`src/hw/imu_pwr_regs.vh`:
```
// Purpose: Register map, field positions, reset values and timing counts
//          of the power and interrupt pin configuration block.
// Assumes: Eight-bit registers on an eight-bit register address.
// Notes:   Included by bare name from the design files.
`ifndef IMU_PWR_REGS_VH
`define IMU_PWR_REGS_VH

// Register offsets.
`define OFS_MAIN_POWER_CONTROL 8'h06
`define OFS_SENSOR_POWER_ENABLE 8'h07
`define OFS_INTERRUPT_PIN_CONFIG 8'h0f
`define OFS_AUX_MASTER_STATUS 8'h17
`define OFS_PRIMARY_IRQ_STATUS 8'h19

// Reset values.
`define RST_MAIN_POWER_CONTROL 8'h41
`define RST_SENSOR_POWER_ENABLE 8'h00
`define RST_INTERRUPT_PIN_CONFIG 8'h00

// Writable bits; reserved and self-clearing bits are never stored.
`define MSK_MAIN_POWER_CONTROL 8'h6f
`define MSK_SENSOR_POWER_ENABLE 8'h3f
`define MSK_INTERRUPT_PIN_CONFIG 8'hfe

// Main power control fields.
`define BIT_DEFAULT_RESTORE 7
`define BIT_SLEEP 6
`define BIT_DIGITAL_LOW_POWER_ENABLE 5
`define BIT_THERMAL_SENSOR_OFF 3
`define CLOCK_SOURCE_CODE 2:0

// Sensor power fields.
`define ACCEL_AXIS_OFF 5:3
`define GYRO_AXIS_OFF 2:0

// Interrupt pin configuration fields.
`define BIT_IRQ_LINE_POLARITY 7
`define BIT_IRQ_LINE_DRIVE 6
`define BIT_IRQ_LINE_LATCH 5
`define BIT_STATUS_CLEAR_ON_ANY_READ 4
`define BIT_FRAME_SYNC_POLARITY 3
`define BIT_FRAME_SYNC_IRQ_ENABLE 2
`define BIT_AUX_PIN_PASSTHROUGH 1

// Frame sync event flag position in the aux master status register.
`define BIT_FRAME_SYNC_EVENT_FLAG 7

// Clock source codes.
`define CLK_CODE_STOP 3'h7
`define CLK_CODE_OSC_A 3'h0
`define CLK_CODE_OSC_B 3'h6

// Timing: interrupt pulse width and the clock rate it is counted at.
`define IRQ_PULSE_NS 50000
`define MCLK_PERIOD_NS 5
`define IRQ_PULSE_CYCLES (`IRQ_PULSE_NS / `MCLK_PERIOD_NS)

`endif

```
`src/hw/irq_pulse_gen.v`:
```
// Purpose: Stretches a one-cycle trigger into a fixed-width pulse.
// Assumes: Synchronous active-low reset on i_mclk.
// Notes:   A trigger during a pulse restarts the full width.
`default_nettype none

module irq_pulse_gen #(
  parameter integer PULSE_CYCLES = 10000,
  parameter integer CNT_W = 14
) (
  // Clock and reset
  input wire i_mclk,
  input wire i_rst_n,
  // Trigger and pulse
  input wire i_trigger,
  output reg o_pulse
);

  localparam integer LAST_I = PULSE_CYCLES - 1;
  localparam [CNT_W-1:0] LAST = LAST_I[CNT_W-1:0];

  reg [CNT_W-1:0] count_q;

  always @(posedge i_mclk) begin
    if (!i_rst_n) begin
      count_q <= {CNT_W{1'b0}};
      o_pulse <= 1'b0;
    end else if (i_trigger) begin
      count_q <= LAST;
      o_pulse <= 1'b1;
    end else if (count_q != {CNT_W{1'b0}}) begin
      count_q <= count_q - {{(CNT_W-1){1'b0}}, 1'b1};
    end else begin
      o_pulse <= 1'b0;
    end
  end

endmodule // irq_pulse_gen

`default_nettype wire

```
`src/hw/imu_power_and_irq_pin_config.v`:
```
// Purpose: Power management and interrupt pin configuration registers
//          with the logic they steer.
// Assumes: Register port requests are single-cycle strobes; all inputs
//          are synchronous to i_mclk.
// Notes on behaviour
// - Default-restore bit reloads registers, then self-clears.
// - Sleep bit powers analog off; clearing wakes.
// - Low-power bit switches digital low-current feature only.
// - Low-power bit ignored in sensor low-noise mode.
// - Thermal-off bit disables the temperature sensor.
// - Clock codes 0 and 6 pick oscillator.
// - Codes 1 to 5 pick PLL when ready.
// - Code 7 stops clock, holds timing reset.
// - Gyro field 111 all off, 000 on.
// - Accel field 000 powers all axes.
// - Polarity bit makes interrupt line active low.
// - Drive bit selects open-drain or push-pull.
// - Latch holds line until clear, else pulse.
// - Any-read clear option zeroes primary status.
// - Any-read clear leaves secondary status alone.
// - Frame sync polarity bit sets input active level.
// - Enabled frame sync edge sets event flag.
// - Bypass mirrors host serial pins onto aux.
`default_nettype none
`include "imu_pwr_regs.vh"

module imu_power_and_irq_pin_config #(
  parameter integer STATUS_W = 4,
  parameter integer IRQ_PULSE_CYCLES = `IRQ_PULSE_CYCLES,
  parameter integer PULSE_CNT_W = 14
) (
  // Clock and reset
  input wire i_mclk,
  input wire i_rst_n,
  // Register port
  input wire i_reg_wr,
  input wire i_reg_rd,
  input wire [7:0] i_reg_addr,
  input wire [7:0] i_reg_wdata,
  output reg [7:0] o_reg_rdata,
  output reg o_reg_rvalid,
  // Sensor and clock status
  input wire i_sensors_low_noise,
  input wire i_pll_ready,
  // Interrupt sources
  input wire [STATUS_W-1:0] i_primary_irq_evt,
  input wire i_secondary_irq_pending,
  input wire i_frame_sync_pin,
  // Aux bus bypass sources
  input wire i_aux_master_enable,
  input wire i_host_data_pin,
  input wire i_host_clock_pin,
  // Power and clock controls
  output reg o_analog_power_on,
  output reg o_digital_low_power,
  output reg o_thermal_sensor_on,
  output reg o_clk_use_pll,
  output reg o_clk_running,
  output reg o_timing_gen_reset,
  output reg [2:0] o_gyro_axis_en,
  output reg [2:0] o_accel_axis_en,
  // Interrupt line pin
  output reg o_irq_line_one_o,
  output reg o_irq_line_one_oe,
  // Aux bus pins, open drain
  output reg o_aux_bus_clock_pin_o,
  output reg o_aux_bus_clock_pin_oe,
  output reg o_aux_bus_data_pin_o,
  output reg o_aux_bus_data_pin_oe,
  output reg o_aux_bypass_active
);

  reg [7:0] main_power_control_q;
  reg [7:0] main_power_control_d;
  reg [7:0] sensor_power_enable_q;
  reg [7:0] sensor_power_enable_d;
  reg [7:0] interrupt_pin_config_q;
  reg [7:0] interrupt_pin_config_d;
  reg [STATUS_W-1:0] primary_irq_status_q;
  reg [STATUS_W-1:0] primary_irq_status_d;
  reg frame_sync_flag_q;
  reg frame_sync_flag_d;
  reg frame_sync_active_q;
  reg secondary_q;

  wire wr_main = i_reg_wr && (i_reg_addr == `OFS_MAIN_POWER_CONTROL);
  wire wr_sensor = i_reg_wr && (i_reg_addr == `OFS_SENSOR_POWER_ENABLE);
  wire wr_pin = i_reg_wr && (i_reg_addr == `OFS_INTERRUPT_PIN_CONFIG);
  wire rd_status = i_reg_rd && (i_reg_addr == `OFS_PRIMARY_IRQ_STATUS);
  wire rd_aux = i_reg_rd && (i_reg_addr == `OFS_AUX_MASTER_STATUS);
  wire restore = wr_main && i_reg_wdata[`BIT_DEFAULT_RESTORE];

  wire any_rd_clr = interrupt_pin_config_q[`BIT_STATUS_CLEAR_ON_ANY_READ];
  wire irq_latch = interrupt_pin_config_q[`BIT_IRQ_LINE_LATCH];
  wire irq_pol = interrupt_pin_config_q[`BIT_IRQ_LINE_POLARITY];
  wire irq_od = interrupt_pin_config_q[`BIT_IRQ_LINE_DRIVE];
  wire fs_pol = interrupt_pin_config_q[`BIT_FRAME_SYNC_POLARITY];
  wire fs_en = interrupt_pin_config_q[`BIT_FRAME_SYNC_IRQ_ENABLE];
  wire passthru = interrupt_pin_config_q[`BIT_AUX_PIN_PASSTHROUGH];
  wire [2:0] clk_code = main_power_control_q[`CLOCK_SOURCE_CODE];

  // Frame sync qualified to its active level, then edge detected.
  wire fs_active = i_frame_sync_pin ^ fs_pol;
  wire fs_event = fs_en && fs_active && !frame_sync_active_q;

  wire prim_new = |(i_primary_irq_evt & ~primary_irq_status_q);
  wire sec_rise = i_secondary_irq_pending && !secondary_q;
  wire pulse_trig = prim_new || (fs_event && !frame_sync_flag_q) ||
                    sec_rise;
  wire irq_pulse;

  // Configuration registers. A restore write wins over everything and the
  // restore bit itself is never stored, so it always reads back as zero.
  always @* begin
    main_power_control_d = main_power_control_q;
    sensor_power_enable_d = sensor_power_enable_q;
    interrupt_pin_config_d = interrupt_pin_config_q;
    if (restore) begin
      main_power_control_d = `RST_MAIN_POWER_CONTROL;
      sensor_power_enable_d = `RST_SENSOR_POWER_ENABLE;
      interrupt_pin_config_d = `RST_INTERRUPT_PIN_CONFIG;
    end else begin
      if (wr_main) begin
        main_power_control_d = i_reg_wdata & `MSK_MAIN_POWER_CONTROL;
      end
      if (wr_sensor) begin
        sensor_power_enable_d = i_reg_wdata & `MSK_SENSOR_POWER_ENABLE;
      end
      if (wr_pin) begin
        interrupt_pin_config_d = i_reg_wdata & `MSK_INTERRUPT_PIN_CONFIG;
      end
    end
  end

  // Status. Clears come first and new events are OR-ed in after, so an
  // event landing in the clearing cycle survives.
  always @* begin
    primary_irq_status_d = primary_irq_status_q;
    frame_sync_flag_d = frame_sync_flag_q;
    if (rd_status || (i_reg_rd && any_rd_clr)) begin
      primary_irq_status_d = {STATUS_W{1'b0}};
    end
    if (rd_aux) begin
      // The frame sync flag keeps its own read-to-clear.
      frame_sync_flag_d = 1'b0;
    end
    primary_irq_status_d = primary_irq_status_d | i_primary_irq_evt;
    if (fs_event) begin
      frame_sync_flag_d = 1'b1;
    end
  end

  always @(posedge i_mclk) begin
    if (!i_rst_n) begin
      main_power_control_q <= `RST_MAIN_POWER_CONTROL;
      sensor_power_enable_q <= `RST_SENSOR_POWER_ENABLE;
      interrupt_pin_config_q <= `RST_INTERRUPT_PIN_CONFIG;
      primary_irq_status_q <= {STATUS_W{1'b0}};
      frame_sync_flag_q <= 1'b0;
      frame_sync_active_q <= 1'b0;
      secondary_q <= 1'b0;
    end else begin
      main_power_control_q <= main_power_control_d;
      sensor_power_enable_q <= sensor_power_enable_d;
      interrupt_pin_config_q <= interrupt_pin_config_d;
      primary_irq_status_q <= primary_irq_status_d;
      frame_sync_flag_q <= frame_sync_flag_d;
      frame_sync_active_q <= fs_active;
      secondary_q <= i_secondary_irq_pending;
    end
  end

  // Read port: data one cycle after the strobe, unmapped reads as zero.
  always @(posedge i_mclk) begin
    if (!i_rst_n) begin
      o_reg_rdata <= 8'h00;
      o_reg_rvalid <= 1'b0;
    end else begin
      o_reg_rvalid <= i_reg_rd;
      if (i_reg_rd) begin
        case (i_reg_addr)
          `OFS_MAIN_POWER_CONTROL: begin
            o_reg_rdata <= main_power_control_q;
          end
          `OFS_SENSOR_POWER_ENABLE: begin
            o_reg_rdata <= sensor_power_enable_q;
          end
          `OFS_INTERRUPT_PIN_CONFIG: begin
            o_reg_rdata <= interrupt_pin_config_q;
          end
          `OFS_PRIMARY_IRQ_STATUS: begin
            o_reg_rdata <= {{(8-STATUS_W){1'b0}}, primary_irq_status_q};
          end
          `OFS_AUX_MASTER_STATUS: begin
            o_reg_rdata <= {frame_sync_flag_q, 7'h00};
          end
          default: begin
            o_reg_rdata <= 8'h00;
          end
        endcase
      end
    end
  end

  // Pulse width is long, so the count is a parameter a bench may shorten.
  irq_pulse_gen #(
    .PULSE_CYCLES(IRQ_PULSE_CYCLES),
    .CNT_W(PULSE_CNT_W)
  ) u_irq_pulse (
    .i_mclk(i_mclk),
    .i_rst_n(i_rst_n),
    .i_trigger(pulse_trig),
    .o_pulse(irq_pulse)
  );

  // Asserted interrupt state before polarity and drive are applied.
  wire irq_level = (|primary_irq_status_q) || frame_sync_flag_q ||
                   i_secondary_irq_pending;
  wire irq_assert = irq_latch ? irq_level : irq_pulse;
  wire irq_pin_level = irq_assert ^ irq_pol;

  // Open drain only ever pulls low; a high level relies on the pull-up.
  always @(posedge i_mclk) begin
    if (!i_rst_n) begin
      o_irq_line_one_o <= 1'b0;
      o_irq_line_one_oe <= 1'b1;
    end else if (irq_od) begin
      o_irq_line_one_o <= 1'b0;
      o_irq_line_one_oe <= !irq_pin_level;
    end else begin
      o_irq_line_one_o <= irq_pin_level;
      o_irq_line_one_oe <= 1'b1;
    end
  end

  // Power and clock controls.
  always @(posedge i_mclk) begin
    if (!i_rst_n) begin
      o_analog_power_on <= 1'b0;
      o_digital_low_power <= 1'b0;
      o_thermal_sensor_on <= 1'b1;
      o_clk_use_pll <= 1'b0;
      o_clk_running <= 1'b1;
      o_timing_gen_reset <= 1'b0;
      o_gyro_axis_en <= 3'h7;
      o_accel_axis_en <= 3'h7;
    end else begin
      o_analog_power_on <= !main_power_control_q[`BIT_SLEEP];
      o_digital_low_power <=
        main_power_control_q[`BIT_DIGITAL_LOW_POWER_ENABLE] &&
        !i_sensors_low_noise;
      o_thermal_sensor_on <=
        !main_power_control_q[`BIT_THERMAL_SENSOR_OFF];
      // Per-axis inversion; only all-on and all-off codes are meaningful.
      o_gyro_axis_en <= ~sensor_power_enable_q[`GYRO_AXIS_OFF];
      o_accel_axis_en <=
        ~sensor_power_enable_q[`ACCEL_AXIS_OFF];
      case (clk_code)
        `CLK_CODE_OSC_A, `CLK_CODE_OSC_B: begin
          o_clk_use_pll <= 1'b0;
          o_clk_running <= 1'b1;
          o_timing_gen_reset <= 1'b0;
        end
        `CLK_CODE_STOP: begin
          o_clk_use_pll <= 1'b0;
          o_clk_running <= 1'b0;
          o_timing_gen_reset <= 1'b1;
        end
        default: begin
          // Falls back to the oscillator while the PLL is not ready.
          o_clk_use_pll <= i_pll_ready;
          o_clk_running <= 1'b1;
          o_timing_gen_reset <= 1'b0;
        end
      endcase
    end
  end

  // Aux bus bypass. Host pins are mirrored as open drain so either side
  // may hold the line low; the master engine itself is not in this block.
  wire bypass = passthru && !i_aux_master_enable;

  always @(posedge i_mclk) begin
    if (!i_rst_n) begin
      o_aux_bypass_active <= 1'b0;
      o_aux_bus_clock_pin_o <= 1'b0;
      o_aux_bus_clock_pin_oe <= 1'b0;
      o_aux_bus_data_pin_o <= 1'b0;
      o_aux_bus_data_pin_oe <= 1'b0;
    end else begin
      o_aux_bypass_active <= bypass;
      o_aux_bus_clock_pin_o <= 1'b0;
      o_aux_bus_data_pin_o <= 1'b0;
      o_aux_bus_clock_pin_oe <= bypass && !i_host_clock_pin;
      o_aux_bus_data_pin_oe <= bypass && !i_host_data_pin;
    end
  end

endmodule // imu_power_and_irq_pin_config

`default_nettype wire

```
`config.mk`:
```
export PLATFORM = sky130hd
export DESIGN_NAME = imu_power_and_irq_pin_config
export DESIGN_NICKNAME = d
export VERILOG_FILES = /design/src/hw/irq_pulse_gen.v /design/src/hw/imu_power_and_irq_pin_config.v
export VERILOG_INCLUDE_DIRS = /design/src /design/src/hw
export SDC_FILE = /design/constraint.sdc
export NUM_CORES = 1
export LEC_CHECK = 0
export BUFFER_PORTS_ARGS = -buffer_cell sky130_fd_sc_hd__buf_2
export CORE_UTILIZATION = 35
export DETAILED_ROUTE_END_ITERATION = 12
export PLACE_DENSITY = 0.59
export SLEW_MARGIN = 20
export SYNTH_ARGS = -nofsm -noshare
export SYNTH_HDL_FRONTEND = slang
export SYNTH_HIERARCHICAL = 1
export SYNTH_SLANG_ARGS = --single-unit
```
`constraint.sdc`:
```
create_clock -name i_mclk -period 2.2 [get_ports i_mclk]
set_input_delay 0.22 -clock i_mclk [delete_from_list [all_inputs] [get_ports i_mclk]]
set_output_delay 0.22 -clock i_mclk [all_outputs]
set_load 0.005 [all_outputs]
```
# == Word level (Yosys, flattened, before mapping) ==
# Index checks and enable logic that the tools add are counted.
# W data, S select, Z words.
# word_totals
ff_bits,67
latchBits,0
mem_bits_rw,0
romBits,0
in_bits,31
mem_count,0
# classes
add_sub_neg,1
n_mul,0
div,0
magnitude_cmp,0
n_eq_ne,8
shifts,0
n_mux,11
n_bitwise,8
n_reduce_logical,41
# ops
cell,n
$pmux W8 S5,1
$mux W14,2
$eq A8 B3 Y1 const B,2
$eq A8 B5 Y1 const B,2
$logic_and A1 B1 Y1,15
$reduce_bool A14 Y1,1
$sub A14 B1 Y14 const B,1
$reduce_or A4 Y1,3
$logic_not A1 Y1,10
$eq A8 B4 Y1 const B,1
$mux W1,7
$eq A3 B3 Y1 const B,2
$not A3 Y3,2
$reduce_or A2 Y1,3
$logic_or A1 B1 Y1,5
$and A4 B4 Y4,1
$mux W4,1
$not A4 Y4,1
$or A4 B4 Y4,1
$reduce_bool A2 Y1,2
$logic_not A3 Y1,1
$ne A2 B2 Y1 const B,1
$reduce_and A2 Y1,1
$xor A1 B1 Y1,2
$not A1 Y1,1

# == Depth between registers and ports, before layout ==
# Gate-level depths: netlist of run 1.
# depth
word_depth,7
depth_mapped,9

# == Cells and area by module ==
# Netlist of run 1, hierarchy kept.
# by_module_without_submodules
module,n_inst,cells_per_inst,area_per_inst_um2
imu_power_and_irq_pin_config,1,216,2115.8
irq_pulse_gen,1,91,803.3

# == Least setup slack after synthesis of run 1 ==
# OpenSTA, ideal clock, no wires.
# synth_timing
path_type,in2reg
from,input i_reg_addr[5]
to,register main_power_control_q[1]
setup_ns,0.114
arrival_time_ns,1.650
setup_slack_ns,0.435
cell_stages,7
n_path_buf,3
path_cell_list,or3_1 -> buf_6 -> nor4_4 -> a21bo_1 -> buf_6 -> buf_12 -> nor2_1
# synth_via
elab_chain_len,4
# synth_lines
element,line_no,rtl
"start, declared",imu_power_and_irq_pin_config.v:38,"input wire [7:0] i_reg_addr,"
$eq A8 B3 Y1 (*),--,
$logic_and A1 B1 Y1 (*),imu_power_and_irq_pin_config.v:86,wire wr_main = i_reg_wr && (i_reg_addr == `OFS_MAIN_POWER_CONTROL);
$logic_and A1 B1 Y1,imu_power_and_irq_pin_config.v:91,wire restore = wr_main && i_reg_wdata[`BIT_DEFAULT_RESTORE];
$reduce_or A2 Y1 (no source line),--,
"end signal, assigned",imu_power_and_irq_pin_config.v:155,main_power_control_q <= `RST_MAIN_POWER_CONTROL;
"end signal, assigned",imu_power_and_irq_pin_config.v:163,main_power_control_q <= main_power_control_d;
"end, declared",imu_power_and_irq_pin_config.v:73,reg [7:0] main_power_control_q;
# Every way passes the cells marked *; elsewhere a longest branch is shown, timed or not.
# A chain may end at the register's enable or synchronous reset.

# == Final worst setup path of run 1 ==
# layout_timing
from,register interrupt_pin_config_q[3]
to,register u_irq_pulse.count_q[11]
# layout_via
elab_chain_len,7
# layout_lines
element,line_no,rtl
"start, declared",imu_power_and_irq_pin_config.v:77,reg [7:0] interrupt_pin_config_q;
"start signal, assigned",imu_power_and_irq_pin_config.v:157,interrupt_pin_config_q <= `RST_INTERRUPT_PIN_CONFIG;
"start signal, assigned",imu_power_and_irq_pin_config.v:165,interrupt_pin_config_q <= interrupt_pin_config_d;
$xor A1 B1 Y1,imu_power_and_irq_pin_config.v:103,wire fs_active = i_frame_sync_pin ^ fs_pol;
$logic_and A1 B1 Y1 (2 in series),imu_power_and_irq_pin_config.v:104,wire fs_event = fs_en && fs_active && !frame_sync_active_q;
$logic_and A1 B1 Y1,imu_power_and_irq_pin_config.v:108,wire pulse_trig = prim_new || (fs_event && !frame_sync_flag_q) ||
$logic_or A1 B1 Y1 (2 in series),imu_power_and_irq_pin_config.v:108,
net pulse_trig,imu_power_and_irq_pin_config.v:108,
$reduce_or A2 Y1 (no source line),--,
"end signal, assigned",irq_pulse_gen.v:25,count_q <= {CNT_W{1'b0}};
"end signal, assigned",irq_pulse_gen.v:31,"count_q <= count_q - {{(CNT_W-1){1'b0}}, 1'b1};"
"end, declared",irq_pulse_gen.v:21,reg [CNT_W-1:0] count_q;
# The timed path passes the listed nets, and every way through them passes these cells.

==> results of run 1 <==
[registers in the layout (all words and copies together) (netlist names), 3 cells and up]
signal and flops:
u_irq_pulse/count_q 14, o_reg_rdata 8, interrupt_pin_config_q 7, main_power_control_q 6, sensor_power_enable_q 6, primary_irq_status_q 4
o_accel_axis_en 3, o_gyro_axis_en 3
[logic make-up (layout without fill, tap and decap cells)]
kind of cell,Yosys count,after routing,share of synthesized area (%)
AND/OR/NAND/NOR,123,123,24.6
flip-flops,67,67,45.9
AO/OA/AOI/OAI,64,64,15.6
buffers and inverters,27,92,5.06
multiplexers,21,21,7.33
XOR/XNOR,3,3,0.900
adder cells (fa/ha/maj),1,1,0.429
other,1,2,0.128
[area by class of cell]
type | count | area [um2] | area share [%]
clock inverters | 3 | 40.0 | 1.15
multi-input cells | 214 | 1430 | 41.2
flip-flops and latches | 67 | 1340 | 38.6
well taps | 102 | 128 | 3.67
repair buffers | 64 | 340 | 9.79
clock buffers | 11 | 141 | 4.07
inverters | 14 | 52.6 | 1.51
[cells in the mapped netlist, types with 3 or more instances]
master    count
dfxtp_1      67
nor2_1       37
nand2_1      19
mux2i_1      18
inv_1        14
a21oi_1      11
nand3_1       8
nor2b_1       8
a31oi_1       7
clkbuf_1      7
o21ai_0       7
nand2b_1      6
nor3_1        6
a211oi_1      5
a21boi_0      5
a22o_1        5
nand4_1       4
o31ai_1       4
a221o_1       3
and2_1        3
and4_1        3
buf_6         3
mux2_2        3
nand3b_1      3
or3_1         3
or3b_2        3
[per-layer routing]
layer | routed length [um] | share of wire (%) | track usage (%) | vias to the layer above
met5 | 0 | 0 | 0 | -
met4 | 91 | 1.3 | 6.03 | 0
met3 | 385 | 5.6 | 4.63 | 9
met2 | 3080 | 45 | 24.6 | 61
met1 | 3320 | 48 | 22.7 | 1149
li1 | - | - | - | 1227
[power groups by stage]
stage	registers [mW]	clock network (mW)	logic (mW)
after CTS	1.26	0.993	0.188
after floorplan	1.28	0	0.126
after detailed placement	1.29	0	0.188
after global placement	1.29	0	0.185
after global routing	1.27	1.05	0.211
final	1.26	0.968	0.188
[worst max-delay path, cell delays in order (launching register included)]
cell and delay, ns:
dfxtp_1 0.33, xor2_1 0.17, nand3b_1 0.11, nor2_1 0.06, or4_1 0.42, inv_1 0.22
nand2_1 0.19, nor2_1 0.12, mux2_2 0.16
[worst max-delay path by stage]
stage / start / endpoint / slack, ns / cells past startpoint
after floorplan: i_reg_addr[5] / main_power_control_q[1] / 0.44 / 7
after global placement: i_reg_addr[5] / o_reg_rdata[3] / 0.34 / 5
after detailed placement: i_reg_addr[5] / o_reg_rdata[3] / 0.29 / 5
after CTS: interrupt_pin_config_q[3] / u_irq_pulse/count_q[11] / 0.37 / 8
after global routing: interrupt_pin_config_q[3] / u_irq_pulse/count_q[11] / 0.18 / 8
final: interrupt_pin_config_q[3] / u_irq_pulse/count_q[11] / 0.39 / 8
==> impl_results.md, run 1 <==
* DR pass1 iterations at 4
* Nets at 402
* Mean post-synth cell area at 9.51 um2
* Distinct cells, synth at 60
* R2r startpoint: interrupt_pin_config_q[3]
* Commonest non-fill, non-tap cell in the layout: dfxtp_1
* Post-CTS resize count at 0
* Outcome: finished, final reports clean
* WL per Instance at 14.5 um
* Ys async rst share at 0%
* Util after Layout at 44.1%
* Placer Congestion at 0.798
* Vias at 2446
* Grt total ovfl at 0
* Main synth FF type: dfxtp_1
* Clk pwr share at 40.0%
* Worst endpoint required time at 2.48 ns
* IO Count at 59
* Seq pwr share at 52.2%
* Core Rows at 32
* Final Non-Filler Cells at 475
* CTS clk-pin slew, worst paths at 0.07 ns
* Hold_sp: i_host_clock_pin
* Sw frac at 23.4%
* Seq/Total Area, Yosys at 45.9%
* Worst Reg2Reg Path Length in Cells at 8
* Worst Clk Skew at 0.00858 ns
* Pleak at 1.39 nW
* Post-route cell area at 3480 um2
* Setup crit end kind: flip-flop
* Ys Warns at 6
* Setup TNS Final at 0 ns
* Hold Path Class: in2reg
* Initial DRC count at 86
* Max Clock Freq at 552 MHz
* First-pass GRT wire length at 11.2 mm
* Switching Power at 0.565 mW
* Initial Utilization at 37.0%
* Final wirelength at 6.88 mm
* GRT Overall Usage at 16.5%
* Root Buffer: clkbuf_8
* Die Wd at 93.3 um
* Final worst-path cycle share at 82.4%
* Vias per cell at 5.15
* Worst reg2reg setup slack at 0.39 ns
* Die Height at 93.3 um
* Final slew viol count at 0
* Endpoints failing hold at 0
* Drt drc at 0
* CP startpoint kind: flip-flop
* R2r endpoint: u_irq_pulse/count_q[11]
* Area leader, netlist: dfxtp_1
* Die ar. at 8710 um2
* Core Region at 7890 um2
* Pwr/cell area at 696 nW/um2
* Post-Syn Area at 2920 um2
* CP Data Arrival Time at 2.09 ns
* Hold WS at 0.0316 ns
* TritonCTS Sinks at 67
* Synth top area cells: dfxtp_1, mux2i_1, nor2_1
* Buffers on Ports at 56
* Yosys reg bits at 67
* Setup-failing EPs final at 0
* Number of global-route vias before repair at 2271
* Maximum VDD drop at 406 uV
* RSZ-0062 raised after global routing: no
* Dpl cells at 461
* Hold Path Depth at 2
* Dpl hpwl at 5.03 mm
* Post-synth EDFFs at 0
* Final Power at 2.42 mW
* Postcts setup bufs at 0
* Bufs on Longest Clock Path at 2
* Layout area overhead at 19.1%
* Fillcell total at 770
* Layout cell share with drive strength beyond 1 at 25.5%
* Post-synth top area share at 45.9%
* Internal power at 1.85 mW
* Max_cap viols at 0
* Combinational share of power at 7.8%
* Hold Path End: o_aux_bus_clock_pin_oe
* Cts bufs inserted at 9
* Crit Path Class: reg2reg
* Crit-path max FO at 7
* Antenna-violating nets left at 0
* DP Area at 3300 um2
* CTS tree: yes
* Post-synthesis cell count at 307
* Initial antenna violation count at 0
* Largest net degree at the start of global routing at 23
* Clock latency at the later pin of the worst-skew pair at 0.33 ns
* Most frequent cells in the layout: dfxtp_1, buf_2, nor2_1
* Hold_buf cts at 0
* ANT cells at 0
* Place WS at 0.294 ns
* Final setup margin at 0.387 ns
* H-Tree Depth at 3
* Minimum clock period at 1.81 ns
No activity file was read; power rests on OpenSTA's default activity.
==> run 2, diff against run 1 <==
Settings changed: ABC_AREA set to 1.
Clock period 2.2 ns to 1.9 ns, I/O delays scaled along.
==> run 2 against run 1 <==
Effect of this change: non-clock buffer count up 6; die area rose by 3.0%; sequential share of layout area is 1.4 points lower; worst hold slack improved by 0.010 ns; combinational power is 24% higher; via count rose by 16%; clock skew barely moved; sequential power grew 16%; first-iteration DRC count increased by 64%; register-to-register slack got worse by 0.14 ns; synthesized cell count is 34% higher; critical path type unchanged.
==> impl_results.md, run 2 <==
* Synth top area cells: dfxtp_1, nand2_1, nand3_1
* Distinct cells, synth at 35 (-42%)
* First-pass GRT wire length at 12.1 mm (+7.8%)
* Placer Congestion at 0.809 (+1.4%)
* Most frequent cells in the layout: nand2_1, dfxtp_1, buf_2
* Max Clock Freq at 604 MHz (+9.5%)
* Die ar. at 8970 um2 (+3.0%)
* Crit Path Class: reg2reg
* Commonest non-fill, non-tap cell in the layout: nand2_1
* Pleak at 1.65 nW (+19%)
* Main synth FF type: dfxtp_1
* Top flop regs: u_irq_pulse/count_q x14, o_reg_rdata x8, interrupt_pin_config_q x7
* Commonest cells post-synth: nand2_1, dfxtp_1, nand3_1
* CTS clk-pin slew, worst paths at 0.07 ns (about the same)
* Post-synth top area share at 44.6% (-1.4 points)
* Post-Syn Area at 3010 um2 (+3.0%)
* Core Region at 8260 um2 (+4.7%)
* Hold Path Class: in2reg
* Pwr/cell area at 751 nW/um2 (+7.9%)
* Worst Tran Pin Value at 0.517 ns
* Minimum clock period at 1.66 ns (-0.157 ns)
* Mean post-synth cell area at 7.32 um2 (-23%)
* Final worst-path cycle share at 87.2% (+4.8 points)
* Count leader, synth: nand2_1
* CP Data Arrival Time at 1.94 ns (-0.15 ns)
* Grt total ovfl at 0 (unchanged)
* Setup-failing EPs final at 0 (unchanged)
* Final wirelength at 7.44 mm (+8.2%)
* Clock latency at the later pin of the worst-skew pair at 0.34 ns (about the same)
* Die Wd at 94.7 um (+1.5%)
* Postcts setup bufs at 0 (unchanged)
* Met2 usage at 27.2% (+2.6 points)
* Final slew viol count at 0 (unchanged)
* Cts bufs inserted at 9 (unchanged)
* Layout cell share with drive strength beyond 1 at 22.8% (-2.7 points)
* RSZ-0062 raised after global routing: no
* H-Tree Depth at 3 (unchanged)
* Largest Register: u_irq_pulse/count_q
* Largest net degree at the start of global routing at 15 (-35%)
* Initial antenna violation count at 0 (unchanged)
* Bufs and invs on worst path at 2 (+1)
* Maximum VDD drop at 345 uV (-15%)
* Setup TNS Final at 0 ns (unchanged)
* DR pass1 iterations at 4 (unchanged)
* Gr busiest metal: met2
* Area leader, netlist: dfxtp_1
* IO Count at 59 (unchanged)
* Slowest stage delay, CP at 0.34 ns (-0.08 ns)
* Cell family with most CP delay: simple AND/OR/NAND/NOR gates
* Vias at 2840 (+16%)
* TritonCTS Sinks at 67 (unchanged)
* Die Height at 94.7 um (+1.5%)
* GRT Overall Usage at 17.8% (+1.2 points)
* GRT met1 Usage at 23.5% (+0.72 points)
* Endpoints failing hold at 0 (unchanged)
* Bufs on Longest Clock Path at 2 (unchanged)
* Seq/Total Area, Yosys at 44.6% (-1.4 points)
* Max_cap viols at 0 (unchanged)
* Buffers on Ports at 56 (unchanged)
* Cell mode on critical path: nand2_1
* Grt met3 use at 4.03% (-0.61 points)
* Number of global-route vias before repair at 2596 (+14%)
* Post-synth EDFFs at 0 (unchanged)
* Fillcell total at 881 (+14%)
* Worst endpoint required time at 2.19 ns (-0.29 ns)
* Setup crit end kind: flip-flop
* Nets at 511 (+27%)
* Crit path cell chain: xnor2_1 -> nor3_1 -> nand2_1 -> o2111ai_1 -> clkinv_1 -> nand2_1 -> o211ai_1 -> inv_1
* Slowest-stage cell, CP: dfxtp_1
* Vias per cell at 4.83 (-6.2%)
* Hold WS at 0.0417 ns (+0.0101 ns)
* Antenna-violating nets left at 0 (unchanged)
* CTS tree: yes
* Crit-path max FO at 9 (+2)
* Max reg flops at 14 (unchanged)
* Initial Utilization at 36.4% (-0.58 points)
* Initial DRC count at 141 (+64%)
* Root Buffer: clkbuf_8
* CP startpoint kind: flip-flop
* WL per Instance at 12.7 um (-13%)
* Max_slew headroom at 65.4%
* ANT cells at 0 (unchanged)
* Ys async rst share at 0% (unchanged)
* Yosys reg bits at 67 (unchanged)
* Post-synthesis cell count at 411 (+34%)
* Layout area overhead at 20.0%
* Ys Warns at 6 (unchanged)
* Dpl hpwl at 5.70 mm (+13%)
* Drt drc at 0 (unchanged)
* Core Rows at 33 (+3.1%)
* Outcome: finished, final reports clean
* Worst Clk Skew at 0.00834 ns (-0.000238 ns)
-- run 2: cell count changes in the layout (fill, tap and decap cells not counted), sizes merged, moves of 8 or more --
cell   before  now
nor2b       8    0
mux2i      18    0
a21oi      11   35
nand3       9   56
nand2      19  106
inv        14   46
-- run 2: through the flow --
step | cell area [um2] | std cells | total power, mW | utilization [%] | setup WS [ns]
floorplan | 3010 | 412 | 1.63 | - | 0.547
global placement | 3420 | 570 | 1.71 | 41.4 | 0.315
detailed placement | 3420 | 570 | 1.72 | 41.4 | 0.257
CTS | 3610 | 588 | 2.74 | 43.7 | 0.238
global route | 3610 | 588 | 2.83 | 43.7 | 0.0387
finish | 3610 | 588 | 2.71 | 43.7 | 0.244
-- run 2: path summary, 6_finish.rpt --
check	start	to	slack, ns	depth (start not counted)
max reg2reg	interrupt_pin_config_q[3]	u_irq_pulse/o_pulse	0.24	8
max	interrupt_pin_config_q[3]	u_irq_pulse/o_pulse	0.24	8
min	i_aux_master_enable	o_aux_bypass_active	0.04	2
min reg2reg	sensor_power_enable_q[4]	o_accel_axis_en[1]	0.40	1
-- run 2: per-layer routing --
| metal | vias up | routed length, um |
|---|---|---|
| met5 | - | 0 |
| met4 | 0 | 167 |
| met3 | 15 | 334 |
| met2 | 67 | 3270 |
| met1 | 1303 | 3670 |
| li1 | 1455 | - |
-- run 2: kinds of logic after synthesis --
| logic type | count (synthesis) | share of synthesized area [%] |
|---|---|---|
| AOI/OAI and AO/OA | 51 | 10.7 |
| xor gates and xnor gates | 3 | 0.874 |
| adders and majority gates | 1 | 0.416 |
| buffers and inverters | 62 | 8.82 |
| DFF | 67 | 44.6 |
| other | 1 | 0.125 |
| and+or+nand+nor | 226 | 34.4 |
-- run 2: cell type report --
cell class / count / area [um2] / share of cell area (%)
clock inverters: 3 / 15.0 / 0.416
multi-input cells: 283 / 1410 / 38.9
repair buffers: 70 / 393 / 10.9
clock buffers: 12 / 145 / 4.02
inverters: 48 / 180 / 4.99
flip-flops and latches: 67 / 1340 / 37.1
well taps: 105 / 131 / 3.64
-- run 2: power breakdown --
part           internal [mW]  total (mW)  switching, mW
sequential              1.43        1.46         0.0237
clock                  0.496        1.02          0.525
combinational         0.0908       0.234          0.144
-- run 2: repair_timing --
item,in CTS,in global routing
resized for setup,0,0
hold buffers,3,0
hold endpoints to repair,3,0
==> run 3, diff against run 2 <==
Settings changed: CAP_MARGIN set to 10, CELL_PAD_IN_SITES_DETAIL_PLACEMENT set to 1, CELL_PAD_IN_SITES_GLOBAL_PLACEMENT set to 2, CORE_MARGIN set to 4, CORE_UTILIZATION 35 to 30, PLACE_DENSITY 0.59 to 0.82.
==> run 3 against run 2 <==
Effect of this change: global-route usage shrank 1.8 points; non-clock buffer count stayed put; clock power grew 19%; final cell count increased by 4.9%.
==> impl_results.md, run 3 (synthesis gave the netlist of run 2 again) <==
* Grt total ovfl at 0 (unchanged)
* DR pass1 iterations at 4 (unchanged)
* Initial DRC count at 100 (-29%)
* Hold Path Depth at 2 (unchanged)
* Die ar. at 11700 um2 (+30%)
* Antenna-violating nets left at 0 (unchanged)
* Hold Path End: o_aux_bus_data_pin_oe
* Dpl cells at 598 (+4.9%)
* H-Tree Depth at 3 (unchanged)
* Clock latency at the later pin of the worst-skew pair at 0.35 ns (about the same)
* IO Count at 59 (unchanged)
* Number of global-route vias before repair at 3031 (+17%)
* Largest Register: u_irq_pulse/count_q
* Maximum VDD drop at 395 uV (+15%)
* Final wirelength at 8.66 mm (+16%)
* Core Region at 9770 um2 (+18%)
* Top flop regs: u_irq_pulse/count_q x14, o_reg_rdata x8, interrupt_pin_config_q x7
* Pwr/cell area at 788 nW/um2 (+4.9%)
* Die Height at 108 um (+14%)
* Vias at 2881 (+1.4%)
* R2r startpoint: primary_irq_status_q[3]
* CTS tree: yes
* Root Buffer: clkbuf_8
* Final setup margin at 0.349 ns (+0.105 ns)
* R2r endpoint: u_irq_pulse/count_q[12]
* Layout cell share with drive strength beyond 1 at 23.6% (+0.78 points)
* Core Rows at 36 (+9.1%)
* Outcome: finished, final reports clean
* Max reg flops at 14 (unchanged)
* Largest net degree at the start of global routing at 19 (+4)
* Endpoints failing hold at 0 (unchanged)
* Nets at 511 (unchanged)
* Setup crit end kind: flip-flop
* Postcts setup bufs at 0 (unchanged)
* Drt drc at 0 (unchanged)
* Vias per cell at 4.67 (-3.3%)
* Cts bufs inserted at 9 (unchanged)
* CTS clk-pin slew, worst paths at 0.07 ns (about the same)
* Setup-failing EPs final at 0 (unchanged)
* Die Wd at 108 um (+14%)
* GRT Overall Usage at 16.0% (-1.8 points)
* First-pass GRT wire length at 14.7 mm (+21%)
* Buffers on Ports at 56 (unchanged)
* Hold Path Class: in2reg
* Crit-path max FO at 5 (-4)
* Worst Clk Skew at 0.0141 ns (+0.00578 ns)
* Setup TNS Final at 0 ns (unchanged)
* Initial antenna violation count at 0 (unchanged)
* Bufs on Longest Clock Path at 2 (unchanged)
* Placer Congestion at 0.824 (+1.8%)
* DP Area at 3460 um2 (+1.0%)
* Final worst-path cycle share at 81.7% (-5.5 points)
* Commonest non-fill, non-tap cell in the layout: nand2_1
* Final Non-Filler Cells at 617 (+4.9%)
* Minimum clock period at 1.55 ns (-0.105 ns)
* Worst endpoint required time at 2.15 ns (-0.04 ns)
* CP Data Arrival Time at 1.80 ns (-0.14 ns)
* Worst reg2reg setup slack at 0.35 ns (+0.11 ns)
* Place WS at 0.179 ns (-0.0785 ns)
* WL per Instance at 14.0 um (+11%)
* Layout area overhead at 22.6%
* Most frequent cells in the layout: nand2_1, dfxtp_1, buf_2
* TritonCTS Sinks at 67 (unchanged)
* ANT cells at 0 (unchanged)
* Max_cap viols at 0 (unchanged)
* Post-route cell area at 3690 um2 (+2.1%)
* Worst Reg2Reg Path Length in Cells at 6 (-2)
* Max Clock Freq at 645 MHz (+6.8%)
* CP startpoint kind: flip-flop
* Final slew viol count at 0 (unchanged)
* RSZ-0062 raised after global routing: no
* Dpl hpwl at 6.88 mm (+21%)
* Crit Path Class: reg2reg
* Pleak at 1.67 nW (+1.2%)
* Initial Utilization at 30.8% (-5.7 points)
* Hold_sp: i_aux_master_enable
## run 3: cell types whose count changed in the layout (fill, tap and decap cells not counted)
cell        previous run  this run
clkinvlp_4             0         1
clkinv_4               0         2
clkinv_1               2         1
bufinv_16              0         1
inv_2                  0         1
clkbuf_1               2         0
clkinv_2               3         2
## run 3: how the worst max path moves through the flow
stage	slack (ns)	end	from
2_1_floorplan	0.55	u_irq_pulse/o_pulse	interrupt_pin_config_q[3]
3_3_place_gp	0.22	u_irq_pulse/o_pulse	interrupt_pin_config_q[3]
3_5_place_dp	0.18	u_irq_pulse/o_pulse	interrupt_pin_config_q[3]
4_1_cts	0.16	u_irq_pulse/o_pulse	interrupt_pin_config_q[3]
5_1_grt	0.15	u_irq_pulse/count_q[12]	interrupt_pin_config_q[3]
6_report	0.35	u_irq_pulse/count_q[12]	primary_irq_status_q[3]
## run 3: what timing repair did
item,4_1_cts,5_1_grt
setup endpoints to repair,0,2
hold buffers,3,0
endpoints found under the hold margin,3,0
resized for setup,0,1
## run 3: worst max-delay path, cell delays in order, from the launching register on
cell       delay, ns
dfxtp_1         0.41
o22ai_1         0.12
a21oi_1         0.15
o2111ai_1       0.22
nor2_1          0.19
inv_1           0.14
nor3_1          0.23
## run 3: cell type report
class                           count  area (um2)
Fill cell                        1248        6090
Multi-Input combinational cell    283        1410
Sequential cell                    67        1340
Timing Repair Buffer               70         393
Inverter                           48         180
Tap cell                          133         166
Clock buffer                       10         138
Clock inverter                      6        65.1
## run 3: stage by stage
stage | hold slack [ns] | power, mW | util, %
3_3_place_gp | 0.349 | 1.72 | 35.4
5_1_grt | 0.00571 | 3.05 | 37.7
6_report | 0.0355 | 2.90 | 37.7
4_1_cts | 0.0105 | 2.96 | 37.7
2_1_floorplan | 0.262 | 1.63 | -
3_5_place_dp | 0.352 | 1.73 | 35.4
## run 3: power breakdown
group,internal (mW),total (mW),switching [mW],leakage (nW)
combinational,0.0916,0.243,0.151,1.02
sequential,1.43,1.45,0.0234,0.546
clock,0.641,1.21,0.567,0.102
## run 3: per-layer routing
| metal | wire [um] | global-route usage, % | part of all wire [%] |
|---|---|---|---|
| met4 | 59 | 3.79 | 0.68 |
| met3 | 261 | 4.24 | 3.0 |
| met5 | 0 | 0 | 0 |
| met1 | 4120 | 20.5 | 48 |
| met2 | 4220 | 26.9 | 49 |
